==> config.mk <==
export PLATFORM = sky130hd
export DESIGN_NAME = oscsw_ctrl
export DESIGN_NICKNAME = d
export VERILOG_FILES = /design/src/design/oscsw_pkg.sv /design/src/design/oscsw_ctrl.sv
export SDC_FILE = /design/constraint.sdc
export NUM_CORES = 1
export LEC_CHECK = 0
export ABC_AREA = 0
export ABC_CLOCK_PERIOD_IN_PS = 3300
export BUFFER_PORTS_ARGS = -buffer_cell sky130_fd_sc_hd__clkbuf_2
export CAP_MARGIN = 10
export CELL_PAD_IN_SITES_DETAIL_PLACEMENT = 1
export CELL_PAD_IN_SITES_GLOBAL_PLACEMENT = 1
export CORE_MARGIN = 4
export CORE_UTILIZATION = 30
export CTS_CLUSTER_SIZE = 12
export DETAILED_ROUTE_END_ITERATION = 8
export PLACE_DENSITY_LB_ADDON = 0.1
export SETUP_SLACK_MARGIN = 0.4
export SYNTH_ARGS = -nofsm -noshare
export SYNTH_HDL_FRONTEND = slang
export SYNTH_SLANG_ARGS = --single-unit
==> constraint.sdc <==
create_clock -name mclk -period 3.3 [get_ports mclk]
set_clock_uncertainty 0.15 [all_clocks]
set_input_delay 0.66 -clock mclk [delete_from_list [all_inputs] [get_ports mclk]]
set_output_delay 0.66 -clock mclk [all_outputs]
set_load 0.05 [all_outputs]
==> src/design/oscsw_pkg.sv <==
// constants for the oscillator switch and auxiliary clock control block
package oscsw_pkg;
  // apb byte addresses
  localparam logic [7:0] OSCSW_ADDR_OSC_CONTROL = 8'h00;
  localparam logic [7:0] OSCSW_ADDR_PLL_FBD = 8'h04;
  localparam logic [7:0] OSCSW_ADDR_RC_TUNING = 8'h08;
  localparam logic [7:0] OSCSW_ADDR_AUX_CONTROL = 8'h0c;
  localparam logic [7:0] OSCSW_ADDR_UNLOCK = 8'h10;
  localparam logic [7:0] OSCSW_ADDR_STATUS = 8'h14;
  // reset values
  localparam logic [8:0] OSCSW_PLL_MULT_RESET = 9'h030;
  localparam logic [5:0] OSCSW_RC_TRIM_RESET = 6'h00;
  localparam logic [15:0] OSCSW_AUX_RESET = 16'h0000;
  // writable masks
  localparam logic [15:0] OSCSW_AUX_WMASK = 16'h3f80;
  // unlock keys, two words in a row
  localparam logic [15:0] OSCSW_KEY_HIGH_A = 16'h009a;
  localparam logic [15:0] OSCSW_KEY_HIGH_B = 16'h0078;
  localparam logic [15:0] OSCSW_KEY_LOW_A = 16'h0046;
  localparam logic [15:0] OSCSW_KEY_LOW_B = 16'h0057;
  // field positions in osc_control_reg
  localparam int OSCSW_POS_CUR = 12;
  localparam int OSCSW_POS_NEW = 8;
  localparam int OSCSW_POS_LOCK = 5;
  localparam int OSCSW_POS_FAIL = 3;
  localparam int OSCSW_POS_SEC = 1;
  // source codes
  localparam logic [2:0] OSCSW_SRC_FRC = 3'h0;
  localparam logic [2:0] OSCSW_SRC_FRC_PLL = 3'h1;
  localparam logic [2:0] OSCSW_SRC_PRI = 3'h2;
  localparam logic [2:0] OSCSW_SRC_PRI_PLL = 3'h3;
  localparam logic [2:0] OSCSW_SRC_SEC = 3'h4;
  localparam logic [2:0] OSCSW_SRC_LOW_POWER_RC = 3'h5;
  // timing: changeover after new source ready
  localparam logic [3:0] OSCSW_NEW_CLK_WAIT = 4'd10;
  // source enable bit order: frc, pri, sec, low_power_rc, pll
  localparam int OSCSW_NSRC = 5;
  typedef enum logic [4:0] {
    OSCSW_IDLE = 5'b00001,
    OSCSW_CHECK = 5'b00010,
    OSCSW_START = 5'b00100,
    OSCSW_SETTLE = 5'b01000,
    OSCSW_CHANGE = 5'b10000
  } oscsw_state_t;
endpackage

==> src/design/oscsw_ctrl.sv <==
// oscillator switch, fail-safe monitor and auxiliary clock control
`timescale 1ns/1ns
// Behaviour
// pll multiplier is field plus two, reset 50
// registers reset only by power-on reset; unlock gate and apb slave use reset
// rc trim is signed step count
// bit 13 picks aux oscillator or vco
// aux oscillator mode, 11 external clock
// aux output divider 1 to 256
// bit 7 picks aux reference source
// switching and monitor need enable config zero
// switching off: current source from config
// switching off: request bit held zero
// software unlocks, writes new, sets request
// equal sources: clear request, abort
// valid switch clears lock and fail flag
// start oscillator, wait timer or lock
// wait ten new clocks before changeover
// changeover clears request, copies source
// old source off, with listed exceptions
// processor runs during switch
// software avoids pll to pll switch
// primary submode fixed by configuration
// monitor keeps low-power rc running; the code lets it stop in sleep mode unless watchdog_en is set
// failure traps and falls back to rc
// pll in use: fall back through pll
// three-bit source code map
// fail flag set on failure, clearable
// lock bit shows pll locked
// key sequence opens one byte lane
module oscsw_ctrl
  import oscsw_pkg::*;
(
  input wire logic mclk,
  input wire logic reset,
  input wire logic por,
  input wire logic psel,
  input wire logic penable,
  input wire logic pwrite,
  input wire logic [7:0] paddr,
  input wire logic [31:0] pwdata,
  output logic [31:0] prdata,
  output logic pready,
  output logic pslverr,
  input wire logic switch_enable_cfg,
  input wire logic [2:0] initial_source_cfg,
  input wire logic [1:0] primary_submode_cfg,
  input wire logic failsafe_cfg,
  input wire logic watchdog_en,
  input wire logic sleep_mode,
  input wire logic [4:0] osc_ready,
  input wire logic pll_locked,
  input wire logic new_clk_tick,
  input wire logic osc_failure,
  output logic [4:0] osc_enable,
  output logic [2:0] sys_clk_sel,
  output logic [9:0] pll_mult,
  output logic [5:0] rc_trim_field,
  output logic aux_div_source_sel,
  output logic [1:0] aux_osc_mode,
  output logic [8:0] aux_div_ratio,
  output logic aux_ref_source_sel,
  output logic [1:0] primary_submode,
  output logic clock_fail_trap
);
  // ----------------------------------------
  // registers
  // ----------------------------------------
  logic [8:0] pll_mult_field_reg;
  logic [5:0] rc_trim_reg;
  logic [15:0] aux_reg;
  logic [2:0] current_source_stat_reg;
  logic [2:0] new_source_sel_reg;
  logic switch_request_reg;
  logic clock_fail_flag_reg;
  logic lock_stat_reg;
  logic secondary_osc_enable_reg;
  logic cfg_loaded_reg;
  logic [1:0] key_stage_reg;
  logic open_high_reg;
  logic open_low_reg;
  logic [3:0] settle_cnt_reg;
  logic [4:0] old_mask_reg;
  oscsw_state_t state_reg;
  logic switching_on;
  logic monitor_on;
  logic wr_acc;
  logic [15:0] wd;
  logic [15:0] osc_control_rd;
  logic fail_event;
  logic fail_q_reg;
  logic [4:0] src_need;
  logic [4:0] new_need;
  logic new_uses_pll;
  logic cur_uses_pll;
  logic new_ready;
  logic [2:0] fallback_src;
  assign wd = pwdata[15:0];
  assign wr_acc = psel && penable && pwrite;
  // config gate
  assign switching_on = !switch_enable_cfg;
  assign monitor_on = switching_on && failsafe_cfg;
  // submode is config only
  assign new_uses_pll = (new_source_sel_reg == OSCSW_SRC_FRC_PLL) || (new_source_sel_reg == OSCSW_SRC_PRI_PLL);
  assign cur_uses_pll = (current_source_stat_reg == OSCSW_SRC_FRC_PLL) ||
                        (current_source_stat_reg == OSCSW_SRC_PRI_PLL);
  // fallback keeps pll
  assign fallback_src = cur_uses_pll ? OSCSW_SRC_FRC_PLL : OSCSW_SRC_FRC;
  // one trap per rising failure, not per cycle of the level
  assign fail_event = monitor_on && osc_failure && !fail_q_reg && !sleep_mode && cfg_loaded_reg;

  // source code to oscillator needs
  function automatic logic [4:0] oscsw_need(input logic [2:0] src);
    logic [4:0] n;
    n = 5'b00000;
    unique case (src)
      OSCSW_SRC_FRC_PLL: n = 5'b10001;
      OSCSW_SRC_PRI: n = 5'b00010;
      OSCSW_SRC_PRI_PLL: n = 5'b10010;
      OSCSW_SRC_SEC: n = 5'b00100;
      OSCSW_SRC_LOW_POWER_RC: n = 5'b01000;
      default: n = 5'b00001;
    endcase
    return n;
  endfunction
  assign src_need = oscsw_need(current_source_stat_reg);
  assign new_need = oscsw_need(new_source_sel_reg);
  // ready means oscillator ready and, for pll sources, lock seen
  assign new_ready = ((osc_ready & new_need & 5'b01111) == (new_need & 5'b01111)) &&
                     (!new_uses_pll || pll_locked);

  // ----------------------------------------
  // unlock gate
  // ----------------------------------------
  // key pair opens one lane, one write
  always_ff @(posedge mclk or posedge reset) begin
    if (reset) begin
      key_stage_reg <= 2'd0;
      open_high_reg <= 1'b0;
      open_low_reg <= 1'b0;
    end else if (wr_acc && paddr == OSCSW_ADDR_UNLOCK) begin
      open_high_reg <= 1'b0;
      open_low_reg <= 1'b0;
      if (key_stage_reg == 2'd0 && wd == OSCSW_KEY_HIGH_A) begin
        key_stage_reg <= 2'd1;
      end else if (key_stage_reg == 2'd0 && wd == OSCSW_KEY_LOW_A) begin
        key_stage_reg <= 2'd2;
      end else if (key_stage_reg == 2'd1 && wd == OSCSW_KEY_HIGH_B) begin
        key_stage_reg <= 2'd0;
        open_high_reg <= 1'b1;
      end else if (key_stage_reg == 2'd2 && wd == OSCSW_KEY_LOW_B) begin
        key_stage_reg <= 2'd0;
        open_low_reg <= 1'b1;
      end else begin
        key_stage_reg <= 2'd0;
      end
    end else if (wr_acc) begin
      key_stage_reg <= 2'd0;
      open_high_reg <= 1'b0;
      open_low_reg <= 1'b0;
    end
  end

  // ----------------------------------------
  // plain configuration registers
  // ----------------------------------------
  // only power-on reset clears these
  always_ff @(posedge mclk or posedge por) begin
    if (por) begin
      pll_mult_field_reg <= OSCSW_PLL_MULT_RESET;
      rc_trim_reg <= OSCSW_RC_TRIM_RESET;
      aux_reg <= OSCSW_AUX_RESET;
    end else if (wr_acc) begin
      // nine-bit multiplier field
      if (paddr == OSCSW_ADDR_PLL_FBD) begin
        pll_mult_field_reg <= wd[8:0];
      end
      // six-bit signed trim
      if (paddr == OSCSW_ADDR_RC_TUNING) begin
        rc_trim_reg <= wd[5:0];
      end
      if (paddr == OSCSW_ADDR_AUX_CONTROL) begin
        aux_reg <= wd & OSCSW_AUX_WMASK;
      end
    end
  end

  // ----------------------------------------
  // switch sequencer and control register
  // ----------------------------------------
  always_ff @(posedge mclk or posedge por) begin
    if (por) begin
      cfg_loaded_reg <= 1'b0;
      current_source_stat_reg <= OSCSW_SRC_FRC;
      new_source_sel_reg <= OSCSW_SRC_FRC;
      switch_request_reg <= 1'b0;
      clock_fail_flag_reg <= 1'b0;
      secondary_osc_enable_reg <= 1'b0;
      settle_cnt_reg <= 4'd0;
      old_mask_reg <= 5'b00000;
      clock_fail_trap <= 1'b0;
      state_reg <= OSCSW_IDLE;
    end else if (!cfg_loaded_reg) begin
      // sources taken from config after release
      cfg_loaded_reg <= 1'b1;
      current_source_stat_reg <= initial_source_cfg;
      new_source_sel_reg <= initial_source_cfg;
    end else begin
      clock_fail_trap <= 1'b0;
      if (wr_acc && paddr == OSCSW_ADDR_OSC_CONTROL) begin
        if (open_high_reg && switching_on && state_reg == OSCSW_IDLE) begin
          new_source_sel_reg <= wd[OSCSW_POS_NEW +: 3];
        end
        if (open_low_reg) begin
          secondary_osc_enable_reg <= wd[OSCSW_POS_SEC];
          // software clears the fail flag
          if (!wd[OSCSW_POS_FAIL]) begin
            clock_fail_flag_reg <= 1'b0;
          end
          // request ignored while switching off
          if (wd[0] && switching_on && state_reg == OSCSW_IDLE) begin
            switch_request_reg <= 1'b1;
            state_reg <= OSCSW_CHECK;
          end
        end
      end
      unique case (state_reg)
        OSCSW_IDLE: begin
        end
        OSCSW_CHECK: begin
          // redundant switch aborts
          if (new_source_sel_reg == current_source_stat_reg) begin
            switch_request_reg <= 1'b0;
            state_reg <= OSCSW_IDLE;
          end else begin
            // clear fail flag at start
            clock_fail_flag_reg <= 1'b0;
            old_mask_reg <= src_need;
            state_reg <= OSCSW_START;
          end
        end
        OSCSW_START: begin
          settle_cnt_reg <= 4'd0;
          if (new_ready) begin
            state_reg <= OSCSW_SETTLE;
          end
        end
        OSCSW_SETTLE: begin
          // ten new-clock ticks
          if (new_clk_tick) begin
            settle_cnt_reg <= settle_cnt_reg + 4'd1;
            if (settle_cnt_reg == OSCSW_NEW_CLK_WAIT - 4'd1) begin
              state_reg <= OSCSW_CHANGE;
            end
          end
        end
        OSCSW_CHANGE: begin
          // changeover completes
          current_source_stat_reg <= new_source_sel_reg;
          switch_request_reg <= 1'b0;
          state_reg <= OSCSW_IDLE;
        end
        default: state_reg <= OSCSW_IDLE;
      endcase
      // failure traps and falls back
      if (fail_event) begin
        clock_fail_flag_reg <= 1'b1;
        clock_fail_trap <= 1'b1;
        current_source_stat_reg <= fallback_src;
        new_source_sel_reg <= fallback_src;
        switch_request_reg <= 1'b0;
        state_reg <= OSCSW_IDLE;
      end
      // request forced low
      if (!switching_on) begin
        switch_request_reg <= 1'b0;
        state_reg <= OSCSW_IDLE;
      end
    end
  end

  // lock status, cleared at switch start
  always_ff @(posedge mclk or posedge por) begin
    if (por) begin
      lock_stat_reg <= 1'b0;
    end else if (state_reg == OSCSW_CHECK && new_source_sel_reg != current_source_stat_reg) begin
      // lock cleared
      lock_stat_reg <= 1'b0;
    end else begin
      lock_stat_reg <= pll_locked && osc_enable[4];
    end
  end

  // failure edge detect
  always_ff @(posedge mclk or posedge por) begin
    if (por) begin
      fail_q_reg <= 1'b0;
    end else begin
      fail_q_reg <= osc_failure;
    end
  end

  // ----------------------------------------
  // oscillator enables and outputs
  // ----------------------------------------
  // old source off, exceptions kept
  // monitor keeps low-power rc on outside sleep mode; watchdog_en keeps it on in sleep too
  always_ff @(posedge mclk or posedge por) begin
    if (por) begin
      osc_enable <= 5'b00001;
    end else begin
      osc_enable <= src_need |
                    // new oscillator powered up
                    ((state_reg == OSCSW_START || state_reg == OSCSW_SETTLE) ? (new_need | old_mask_reg) : 5'b00000) |
                    (secondary_osc_enable_reg ? 5'b00100 : 5'b00000) |
                    (((monitor_on && !sleep_mode) || watchdog_en) ? 5'b01000 : 5'b00000);
    end
  end

  always_ff @(posedge mclk or posedge por) begin
    if (por) begin
      sys_clk_sel <= OSCSW_SRC_FRC;
      pll_mult <= 10'd0;
      rc_trim_field <= OSCSW_RC_TRIM_RESET;
      aux_div_source_sel <= 1'b0;
      aux_osc_mode <= 2'b00;
      aux_div_ratio <= 9'd256;
      aux_ref_source_sel <= 1'b0;
      primary_submode <= 2'b00;
    end else begin
      sys_clk_sel <= current_source_stat_reg;
      // multiplier is field plus two
      pll_mult <= {1'b0, pll_mult_field_reg} + 10'd2;
      rc_trim_field <= rc_trim_reg;
      // divider source
      aux_div_source_sel <= aux_reg[13];
      // aux oscillator mode
      aux_osc_mode <= aux_reg[12:11];
      // output divide ratio
      aux_div_ratio <= (aux_reg[10:8] == 3'b000) ? 9'd256 : 9'(9'd64 >> (aux_reg[10:8] - 3'd1));
      // reference source
      aux_ref_source_sel <= aux_reg[7];
      // submode from configuration
      primary_submode <= primary_submode_cfg;
    end
  end

  // ----------------------------------------
  // apb slave, zero wait states
  // ----------------------------------------
  assign osc_control_rd = {1'b0, current_source_stat_reg, 1'b0, new_source_sel_reg, 2'b00, lock_stat_reg,
                           1'b0, clock_fail_flag_reg, 1'b0, secondary_osc_enable_reg, switch_request_reg};

  // bus served mid-switch
  always_ff @(posedge mclk or posedge reset) begin
    if (reset) begin
      prdata <= 32'h0000_0000;
      pready <= 1'b0;
      pslverr <= 1'b0;
    end else begin
      pready <= psel && !penable;
      pslverr <= 1'b0;
      prdata <= 32'h0000_0000;
      if (psel && !penable) begin
        unique case (paddr)
          OSCSW_ADDR_OSC_CONTROL: prdata <= {16'h0000, osc_control_rd};
          OSCSW_ADDR_PLL_FBD: prdata <= {23'h000000, pll_mult_field_reg};
          OSCSW_ADDR_RC_TUNING: prdata <= {26'h0000000, rc_trim_reg};
          OSCSW_ADDR_AUX_CONTROL: prdata <= {16'h0000, aux_reg};
          OSCSW_ADDR_UNLOCK: prdata <= {30'h00000000, key_stage_reg};
          OSCSW_ADDR_STATUS: prdata <= {27'h0000000, state_reg};
          default: pslverr <= 1'b1;
        endcase
      end
    end
  end
endmodule // oscsw_ctrl

* After elaboration in Yosys (flattened, before gate mapping)
Index checks and enable logic that the tools add are counted.
** Operators by class
- Reductions and logical operators :: 45
- Multipliers :: 0
- Shift-type cells :: 1
- Div/mod/pow operators :: 0
- $lt $le $gt $ge :: 0
- Bitwise gates (word level) :: 6
- Muxes and demuxes :: 59
- Eq/ne operators :: 34
- Add/sub/neg operators :: 3
** Operators with widths (number)
- 15-bit case mux with 6 select lines :: 1
- 5-bit case mux with 5 select lines :: 2
- 16-bit by 7-bit == test with 1-bit output, second input constant :: 3
- 5-bit two-way mux :: 9
- 1-bit two-way mux :: 27
- 3-bit two-way mux :: 9
- 1-bit logical AND :: 22
- 5-bit case mux with 4 select lines :: 1
- 16-bit by 8-bit == test with 1-bit output, second input constant :: 1
- 8-bit by 4-bit == test with 1-bit output, second input constant :: 2
- 8-bit by 5-bit == test with 1-bit output, second input constant :: 2
- 15-bit two-way mux :: 1
- 3-bit by 2-bit == test with 1-bit output, second input constant :: 4
- 3-bit == test, second input constant :: 4
- 9-bit by 2-bit adder with 10-bit output, second input constant :: 1
- 5-bit bitwise OR :: 2
- 9-bit two-way mux :: 1
- 3-bit by 1-bit inequality test with 1-bit output, second input constant :: 3
- 3-bit AND reduction :: 3
- 7-bit by 3-bit right shift with 9-bit output, first input constant :: 1
- 8-bit by 3-bit == test with 1-bit output, second input constant :: 1
- 8-bit logical NOT :: 1
- 2-bit two-way mux :: 4
- 4-bit two-way mux :: 2
- 28 further kinds :: 41
** Word-level totals
- Logic and storage cells :: 178
- Bits in writable memories :: 0
- Output and inout bits :: 74
- Memories :: 0
- ROM bits :: 0
- Latch bits :: 0
- Register bits after elaboration :: 126
- Bits of input ports :: 63

* Depth between registers and ports, before layout
Gate-level depths: netlist of the first run.
- Word-level depth :: 11
- Mapped depth :: 6
- Gate-level depth less buffers :: 6

* Least setup slack after synthesis of the first run
Ideal clock, no wire load.
- Path kind :: input -> register
- Start :: input paddr[1]
- End :: register aux_reg[10]
- Path buffers :: 0
- Data required time :: 3025 ps
- Cell stages on the path :: 5
- Setup time :: 125 ps
- Data arrival time :: 1965 ps
- Setup slack :: 1060 ps
- Path through :: nor3_2 nand2_1 or3_4 nor3_4 mux2_2
** On the way
- Word-level cells in the longest chain between the ends :: 2
** Ends and longest elaborated chain
- from (decl) :: line oscsw_ctrl.sv:40 : input wire logic [7:0] paddr,
- 8-bit by 4-bit == test with 1-bit output :: line oscsw_ctrl.sv:182 : if (paddr == OSCSW_ADDR_AUX_CONTROL) begin
- 2-bit AND reduction (no source line)
- to (signal assigned) :: line oscsw_ctrl.sv:183 : aux_reg <= wd & OSCSW_AUX_WMASK;
- to (decl) :: line oscsw_ctrl.sv:71 : logic [15:0] aux_reg;
Every way passes these cells.
A chain may end at the register's enable or synchronous reset.

* Worst setup path in the final report of the first run
- Start :: register state_reg[2]
- End :: register old_mask_reg[3]
** On the way
- Word-level cells in the longest chain between the ends :: 2
** Ends and longest elaborated chain
- from (decl) :: line oscsw_ctrl.sv:84 : oscsw_state_t state_reg;
- from (signal assigned) :: line oscsw_ctrl.sv:202 : state_reg <= OSCSW_IDLE;
- from (signal assigned) :: line oscsw_ctrl.sv:223 : state_reg <= OSCSW_CHECK;
- from (signal assigned) :: line oscsw_ctrl.sv:234 : state_reg <= OSCSW_IDLE;
- 5-bit by 2-bit == test with 1-bit output :: line oscsw_ctrl.sv:227 : unique case (state_reg)
- 3-bit AND reduction (no source line)
- to (signal assigned) :: line oscsw_ctrl.sv:238 : old_mask_reg <= src_need;
- to (decl) :: line oscsw_ctrl.sv:83 : logic [4:0] old_mask_reg;
Every way passes these cells.

==> impl_metrics.toml, run 1 <==
[status]
status = "completed"

[cts]
cts.path.max_buffers = 2
cts_root_buffer = "clkbuf_16"
ctsResizeCount = 0
post_cts_buffers = 0
cts_buffers = 9
clock_latency_ps = 350
clock_sinks = 108
postCtsHoldBufs = 0
cts_tree = "built"
cts.clk_slew.worst_paths_ps = 70
cts_max_level = 3

[floorplan]
core_area_um2 = 16000
start_util = 0.307
dieWidth_um = 136
rows = 46
dieArea_um2 = 18500
fp.dieH_um = 136
ios = 137

[hold_path]
hp-class = "reg -> reg"
hold_path_end = "aux_ref_source_sel$_DFF_PP0_"
holdCritStartpoint = "aux_reg[7]$_DFFE_PP0P_"
holdPathStages = 0

[sta]
whs_ps = 253
slew_headroom = 0.370
worst_pin_slew_ps = 944
grt_setup_unrepaired = "no"
slew_violations = 0
hold_viol_final = 0
setup_violations = 0
setup_tns_ps = 0
fin_crit_ps = 2300
clock.fmax_mhz = 434
fin_crit_sh = 0.698

[detailed_routing]
drt-pass1-iter-count = 4
drc = 0
routed_wl_um = 13500
ant_nets = 0
viasPerCell = 4.74
initialDrtViolationCount = 165
vias = 3593
routedWlPerCell_um = 17.8

[logic_synthesis]
synth_edf_count = 0
synth-seq-area-share = 0.551
synthMuxAreaShare = 0.0911
synthTopCellsByArea = "dfrtp_1, mux2_2, buf_4"
synthFlopType = "dfrtp_1"
yosys.cell_count.top_type = "dfrtp_1"
synthArstFlopShare = 1.00
synth_top_family_by_area = "simple AND/OR/NAND/NOR gates"
yosys.area_share.adder = 0.0102
synthDistinctLibCells = 65
synth_top_area_frac = 0.524
synthXorXnorAreaFrac = 0.0214
ys_warn_count = 0
ys_seq_elements = 108
syn_area_um2 = 4920
yosysTopAreaCell = "dfrtp_1"
synth_compound_gate_area_share = 0.0982
avgSynthCellArea_um2 = 11.2
yosys.area_share.simple = 0.168
synthCells = 438
netlist_top_cells_count = "dfrtp_1, nor2_1, nand2_1"

[global_routing]
grt-ovfl-total = 0
grt_max_degree = 37
grt_pass1_wl_um = 21500
grt_pass1_vias = 3856
antenna_found_initial = 0
grtUsageTotal = 0.151

[critical_path]
r2r_setup_slack_ps = 1000
timing.rr.end = "old_mask_reg[3]$_DFFE_PP0P_"
cp.arrival_ps = 2390
critPathRequiredTime_ps = 3380
rr_worst_depth = 5
start_kind = "flop"
rr_startpoint = "state_reg[2]$_DFFE_PP0P_"
crit_type = "reg -> reg"
crit_fanout = 12
critPathCaptureType = "flop"

[pwr]
ir_worst_vdd_uv = 224
leakage_nw = 2.82
powerDensity_nw_per_um2 = 473

[job]
maxCapViolCount = 0

[place]
gp_congestion = 0.824
port_buffers = 101
hpwl_um = 10200

[finish]
largest_register_ffs = 15
area_delta_synth_final_pct = 19.4
layout-drive-gt1-share = 0.315
n_fill_cell = 1858
diodes = 0
nets = 604
final_util = 0.367
cell families (layout without fill, tap and decap cells):
family,Yosys count,in the layout
and+or+nand+nor,146,146
DFF,108,108
AOI/OAI and AO/OA,74,74
buffers and inverters,52,139
muxes,40,40
xor gates and xnor gates,12,12
adders and majority gates,4,4
other,2,19
critical path, stage by stage, from the launching register on:
cell and delay, ps:
dfrtp_1 540, nor3b_1 410, nand2_1 210, nor2_1 320, nand2_1 240, mux2_2 330
cells in the final DEF, fill, tap and decap left out, types with 3 or more instances in the layout:
master      synthesis  final
nor2b_1             5      5
o21ai_0            20     20
nor3_1              6      6
o2bb2ai_1           3      3
ha_1                4      4
nor2_1             41     41
and3b_1             3      3
mux2_2             28     28
xor2_1              8      8
inv_1              18     17
conb_1              2     19
dfrtp_1           103    103
xnor2_1             4      4
nor3b_1             6      6
nor4_1              3      3
mux2i_1            11     11
nand3_1            13     13
clkbuf_2            1    101
o31ai_1             8      8
and3_1              6      6
clkbuf_16           0      9
a22oi_1             7      7
o22ai_1             3      3
nand2_1            31     31
clkinvlp_4          0      4
nand2b_1            3      3
a21oi_1            16     16
dfstp_2             5      5
nand4_1             3      3
metal layers:
layer,part of all wire,track usage,up-vias
met4,0.011,0.0420,0
met1,0.47,0.202,1807
met2,0.49,0.249,78
met3,0.038,0.0322,9
met5,0,0,-
li1,-,-,1699
power breakdown:
group	internal, mW	switching (mW)
combinational	0.0931	0.246
sequential	1.36	0.0391
clock	0.539	0.500
total	1.99	0.785
area by class of cell:
type	instances	area [um^2]	share of cell area
clock inverter	4	33.8	0.00575
timing repair buffer	105	561	0.0954
sequential	108	2710	0.461
clock buffer	12	246	0.0420
tap	216	270	0.0460
multi-input combinational	295	1980	0.337
inverter	18	71.3	0.0121
worst max-delay path by stage:
stage | startpoint | slack (ps) | to | depth (start not counted)
finish | state_reg[2]$_DFFE_PP0P_ | 1000 | old_mask_reg[3]$_DFFE_PP0P_ | 5
global route | state_reg[2]$_DFFE_PP0P_ | 770 | old_mask_reg[3]$_DFFE_PP0P_ | 5
CTS | state_reg[2]$_DFFE_PP0P_ | 990 | old_mask_reg[3]$_DFFE_PP0P_ | 5
detailed placement | paddr[3] | 670 | rc_trim_reg[4]$_DFFE_PP0P_ | 5
global placement | paddr[3] | 700 | rc_trim_reg[1]$_DFFE_PP0P_ | 5
floorplan | paddr[1] | 1060 | aux_reg[10]$_DFFE_PP0P_ | 5
metrics by stage:
step / total power [mW] / cell area (um^2) / instances / setup slack, ps
after floorplan: 1.67 / 4980 / 455 / 1060
after global placement: 1.77 / 5590 / 742 / 702
after detailed placement: 1.77 / 5590 / 742 / 675
after CTS: 2.83 / 5870 / 758 / 992
after global routing: 2.92 / 5870 / 758 / 773
final: 2.78 / 5870 / 758 / 998
Power figures use the tool's default switching activity.
==> inputs of run 2 (changes only) <==
Settings changed: ABC_CLOCK_PERIOD_IN_PS 3300 to 2300.
Clock period 3.3 ns to 2.3 ns, I/O delays scaled along.
==> run 2 against run 1 <==
  * Global-route usage up 1.1 points
  * Register-to-register slack worse by 600 ps
  * Clock power up 56%
  * Worst hold slack lost 240 ps
  * Largest cell class unchanged
  * Sequential power is 41% higher
  * Power grew 50%
  * Critical path depth unchanged
  * Critical path type unchanged
  * Utilization grew 3.4 points
  * First-iteration DRC count grew 13%
  * Sequential share of layout area down 3.9 points
==> impl_metrics.toml, run 2 (synthesis results as in run 1) <==
[place]
gp_congestion = 0.829
hpwl_um = 10700
port_buffers = 101

[floorplan]
rows = 46
start_util = 0.307
dieWidth_um = 136
ios = 137
fp.dieH_um = 136
dieArea_um2 = 18500
core_area_um2 = 16000

[pwr]
finalPower_mw = 4.17
leakage_nw = 3.10
powerDensity_nw_per_um2 = 649
ir_worst_vdd_uv = 447

[cts]
clock_sinks = 108
cts_buffers = 9
cts_max_level = 3
cts.path.max_buffers = 2
cts_root_buffer = "clkbuf_16"
cts.clk_slew.worst_paths_ps = 80
cts_tree = "built"
clock_latency_ps = 360

[finish]
register_area_um2 = 2710
area_delta_synth_final_pct = 30.6
layout-drive-gt1-share = 0.399
final_cell_mix = "clkbuf_2, dfrtp_1, buf_4, nor2_1, nand2_1"
nets = 654
diodes = 0
n_fill_cell = 1851
largest_register_ffs = 15
final_common_cell = "clkbuf_2"
multi_input_area_um2 = 2100

[sta]
fin_crit_ps = 1900
setup_tns_ps = 0
setup_violations = 0
clock.fmax_mhz = 525
grt_setup_unrepaired = "yes"
slew_headroom = 0.593
fin_crit_sh = 0.828
slew_violations = 0
worst_pin_slew_ps = 609
hold_viol_final = 0

[critical_path]
crit_type = "reg -> reg"
endpoint = "state_reg[1]$_DFFE_PP0P_"
startpoint = "state_reg[2]$_DFFE_PP0P_"
crit_fanout = 8
start_kind = "flop"
critPathRequiredTime_ps = 2420
cp.arrival_ps = 2030
critPathCaptureType = "flop"
rr_worst_depth = 5
rr_startpoint = "state_reg[2]$_DFFE_PP0P_"
timing.rr.end = "state_reg[1]$_DFFE_PP0P_"
r2r_setup_slack_ps = 400

[hold_path]
hp-class = "in -> async"

[global_routing]
grt_max_degree = 38
grt_pass1_vias = 4126
grt_pass1_wl_um = 23100
grtUsageTotal = 0.162
antenna_found_initial = 0
grt-ovfl-total = 0

[status]
status = "completed"

[detailed_routing]
initialDrtViolationCount = 187
ant_nets = 0
vias = 3753
drc = 0
routedWlPerCell_um = 17.9
routed_wl_um = 14500
drt-pass1-iter-count = 4
viasPerCell = 4.64

[job]
maxCapViolCount = 0
run 2: cell types whose count changed in the layout (fill, tap and decap cells not counted), moves of 3 or more:
cell / previous run / this run
mux2_4: 0 / 8
dfrtp_1: 103 / 100
buf_4: 2 / 47
clkinvlp_4: 4 / 1
nor2_4: 1 / 4
nor3_4: 2 / 5
dfrtp_2: 0 / 3
mux2_2: 28 / 20
nor2_1: 41 / 37
run 2: worst min path at each step:
stage                                                 from                           end  slack (ps)  depth (start not counted)
floorplan           current_source_stat_reg[1]$_DFFE_PP0P_      sys_clk_sel[1]$_DFF_PP0_         200                          0
global placement                   aux_reg[12]$_DFFE_PP0P_     aux_osc_mode[1]$_DFF_PP0_         240                          0
detailed placement                 aux_reg[12]$_DFFE_PP0P_     aux_osc_mode[1]$_DFF_PP0_         240                          0
CTS                                                  reset           prdata[5]$_DFF_PP0_           8                          3
global route                        primary_submode_cfg[0]  primary_submode[0]$_DFF_PP0_          50                          1
finish                                                 por  primary_submode[0]$_DFF_PP0_          20                          2
run 2: metrics by stage:
step | hold slack (ps) | cells | setup slack [ps] | instance area (um^2) | util
after CTS | 8.39 | 800 | 371 | 6300 | 0.394
after global placement | 241 | 772 | 123 | 5880 | 0.368
final | 15.2 | 808 | 395 | 6420 | 0.401
after floorplan | 203 | 455 | 266 | 5030 | -
after detailed placement | 241 | 772 | 98.2 | 5880 | 0.368
after global routing | 47.8 | 808 | 317 | 6420 | 0.401
run 2: worst max-delay path: stages, from the launching register on:
cell     delay [ps]
dfrtp_2         480
nor2_4          120
and4b_2         270
nand4_1         170
or4_4           460
a22oi_2         170
run 2: power by group:
part           leakage, nW  switching, mW  internal (mW)
logic                 1.51          0.398          0.170
clock network        0.148          0.730          0.887
registers             1.44         0.0307           1.95
total                 3.10           1.16           3.01
run 2: cell type report:
cell class,count,area share
Inverter,18,0.0111
Clock inverter,4,0.00877
Clock buffer,12,0.0384
Tap cell,216,0.0421
Sequential cell,108,0.422
Multi-Input combinational cell,295,0.327
Timing Repair Buffer,155,0.150
run 2: repair_timing:
action / in CTS / in global routing
setup buffers: 12 / 7
hold buffers: 0 / 1
endpoints found under the setup margin: 13 / 12
endpoints found under the hold margin: 0 / 1
pin swaps: 2 / 5
resized for setup: 9 / 16
run 2: metal layers:
metal	wire length [um]	up-vias	GRT usage
li1	-	1787	-
met1	6440	1884	0.211
met2	7430	67	0.277
met3	411	15	0.0296
met4	191	0	0.0476
met5	0	-	0
==> inputs of run 3 (changes only) <==
Settings changed: ABC_CLOCK_PERIOD_IN_PS 2300 to 1600.
Clock period 2.3 ns to 1.6 ns, I/O delays scaled along.
==> run 3 against run 2 <==
  * The run now ends with setup timing left
  * Largest cell class unchanged
  * Fmax increased by 0.82%
  * Die area did not move
  * Highest routed layer is now met5
  * Routed wire length up 13%
  * Clock power up 44%
  * Via count rose by 9.6%
==> impl_metrics.toml, run 3 (synthesis results as in run 1) <==
[status]
status = "complete, but fails checks"
violations = "setup timing"

[hold_path]
hp-class = "in -> reg"
holdPathStages = 3
hold_path_end = "osc_enable[3]$_DFF_PP0_"
holdCritStartpoint = "watchdog_en"

[finish]
register_area_um2 = 2710
layout-drive-gt1-share = 0.572
area_delta_synth_final_pct = 68.0
largest_register_ffs = 15
final_cell_mix = "dfrtp_1, buf_4, buf_8, clkbuf_2, buf_6"
final_common_cell = "dfrtp_1"
fin_area_um2 = 8260
diodes = 0
nets = 725
n_fill_cell = 1684
multi_input_area_um2 = 2680

[place]
dp_slack_ps = -448
placed_area_um2 = 6410
hpwl_um = 11600
gp_congestion = 0.826
port_buffers = 101

[cts]
clock_sinks = 108
cts_max_level = 3
clock_latency_ps = 350
cts.clk_slew.worst_paths_ps = 80
cts_buffers = 9
cts.path.max_buffers = 2
cts_root_buffer = "clkbuf_16"
cts_tree = "built"

[detailed_routing]
drt-pass1-iter-count = 4
routedWlPerCell_um = 18.7
routed_wl_um = 16400
initialDrtViolationCount = 177
ant_nets = 0
drc = 0
viasPerCell = 4.68
vias = 4112

[floorplan]
core_area_um2 = 16000
rows = 46
fp.dieH_um = 136
dieArea_um2 = 18500
ios = 137
dieWidth_um = 136
start_util = 0.307

[sta]
whs_ps = 32.2
hold_viol_final = 0
grt_setup_unrepaired = "yes"
fin_crit_ps = 1890
setup_violations = 33
setup_ws_ps = -289
clock.fmax_mhz = 529
slew_headroom = 0.656
slew_violations = 0
fin_crit_sh = 1.18
worst_pin_slew_ps = 514

[critical_path]
critical_path_buf_inv_count = 0
worstPathCellList = "and4b_1 -> nand4_1 -> or4_4 -> a22oi_2"
rr_worst_depth = 4
crit_type = "reg -> reg"
start_kind = "flop"
critPathCaptureType = "flop"
rr_startpoint = "state_reg[0]$_DFFE_PP1P_"
critPathRequiredTime_ps = 1720
cp.arrival_ps = 2010
r2r_setup_slack_ps = -290
critPathSlowestCell = "dfstp_2"
timing.rr.end = "state_reg[1]$_DFFE_PP0P_"
crit_family = "simple AND/OR/NAND/NOR gates"
max_stage_delay_ps = 610
crit_fanout = 5

[job]
maxCapViolCount = 0

[pwr]
ir_worst_vdd_uv = 504
leakage_nw = 3.86
finalPower_mw = 6.29
powerDensity_nw_per_um2 = 762

[global_routing]
grtUsageTotal = 0.182
grt_max_degree = 42
grt-ovfl-total = 0
antenna_found_initial = 1
grt_pass1_vias = 4627
grt_pass1_wl_um = 25800
run 3: report_power, final:
group          leakage (nW)  switching (mW)  total, mW  internal [mW]
Clock                 0.152            1.10       2.33           1.23
Sequential             1.44          0.0642       2.87           2.81
Combinational          2.26           0.651       1.09          0.440
run 3: final cells by class:
cell class | count | area share
sequential | 108 | 0.328
clock inverter | 7 | 0.00894
multi-input combinational | 295 | 0.325
clock buffer | 9 | 0.0273
inverter | 18 | 0.00909
tap | 216 | 0.0327
timing repair buffer | 226 | 0.269
run 3: stage by stage:
stage | util | instances | TNS [ps]
after floorplan | - | 455 | -7030
after global placement | 0.401 | 826 | -12980
after detailed placement | 0.401 | 826 | -14000
after CTS | 0.495 | 868 | -3550
after global routing | 0.516 | 879 | -6380
final | 0.516 | 879 | -3990
run 3: how the worst max path moves through the flow:
stage,to,start,cells past startpoint
floorplan,aux_reg[11]$_DFFE_PP0P_,paddr[1],5
global placement,aux_reg[9]$_DFFE_PP0P_,paddr[1],7
detailed placement,aux_reg[12]$_DFFE_PP0P_,paddr[1],7
CTS,state_reg[1]$_DFFE_PP0P_,state_reg[0]$_DFFE_PP1P_,4
global route,state_reg[1]$_DFFE_PP0P_,state_reg[0]$_DFFE_PP1P_,4
finish,state_reg[1]$_DFFE_PP0P_,state_reg[0]$_DFFE_PP1P_,4
run 3: layer usage:
layer / track usage / part of all wire / up-vias / routed length, um
met5: 0 / 0.00079 / - / 13
met4: 0.0431 / 0.010 / 2 / 169
met3: 0.0381 / 0.035 / 13 / 567
met2: 0.318 / 0.53 / 68 / 8670
met1: 0.230 / 0.43 / 2102 / 6990
li1: - / - / 1927 / -
run 3: what timing repair did:
action	CTS	global route
endpoints found under the hold margin	34	0
endpoints found under the setup margin	138	212
resized for setup	226	101
gates cloned	1	0
buffers inserted	20	11
pin swaps	33	18
hold buffers	5	0
run 3: worst register-to-register path, delay by kind of cell, from the launching register on:
family / cells / cell delay [ps]
AOI/OAI and AO/OA: 1 / 170
DFF: 1 / 610
and+or+nand+nor: 3 / 870
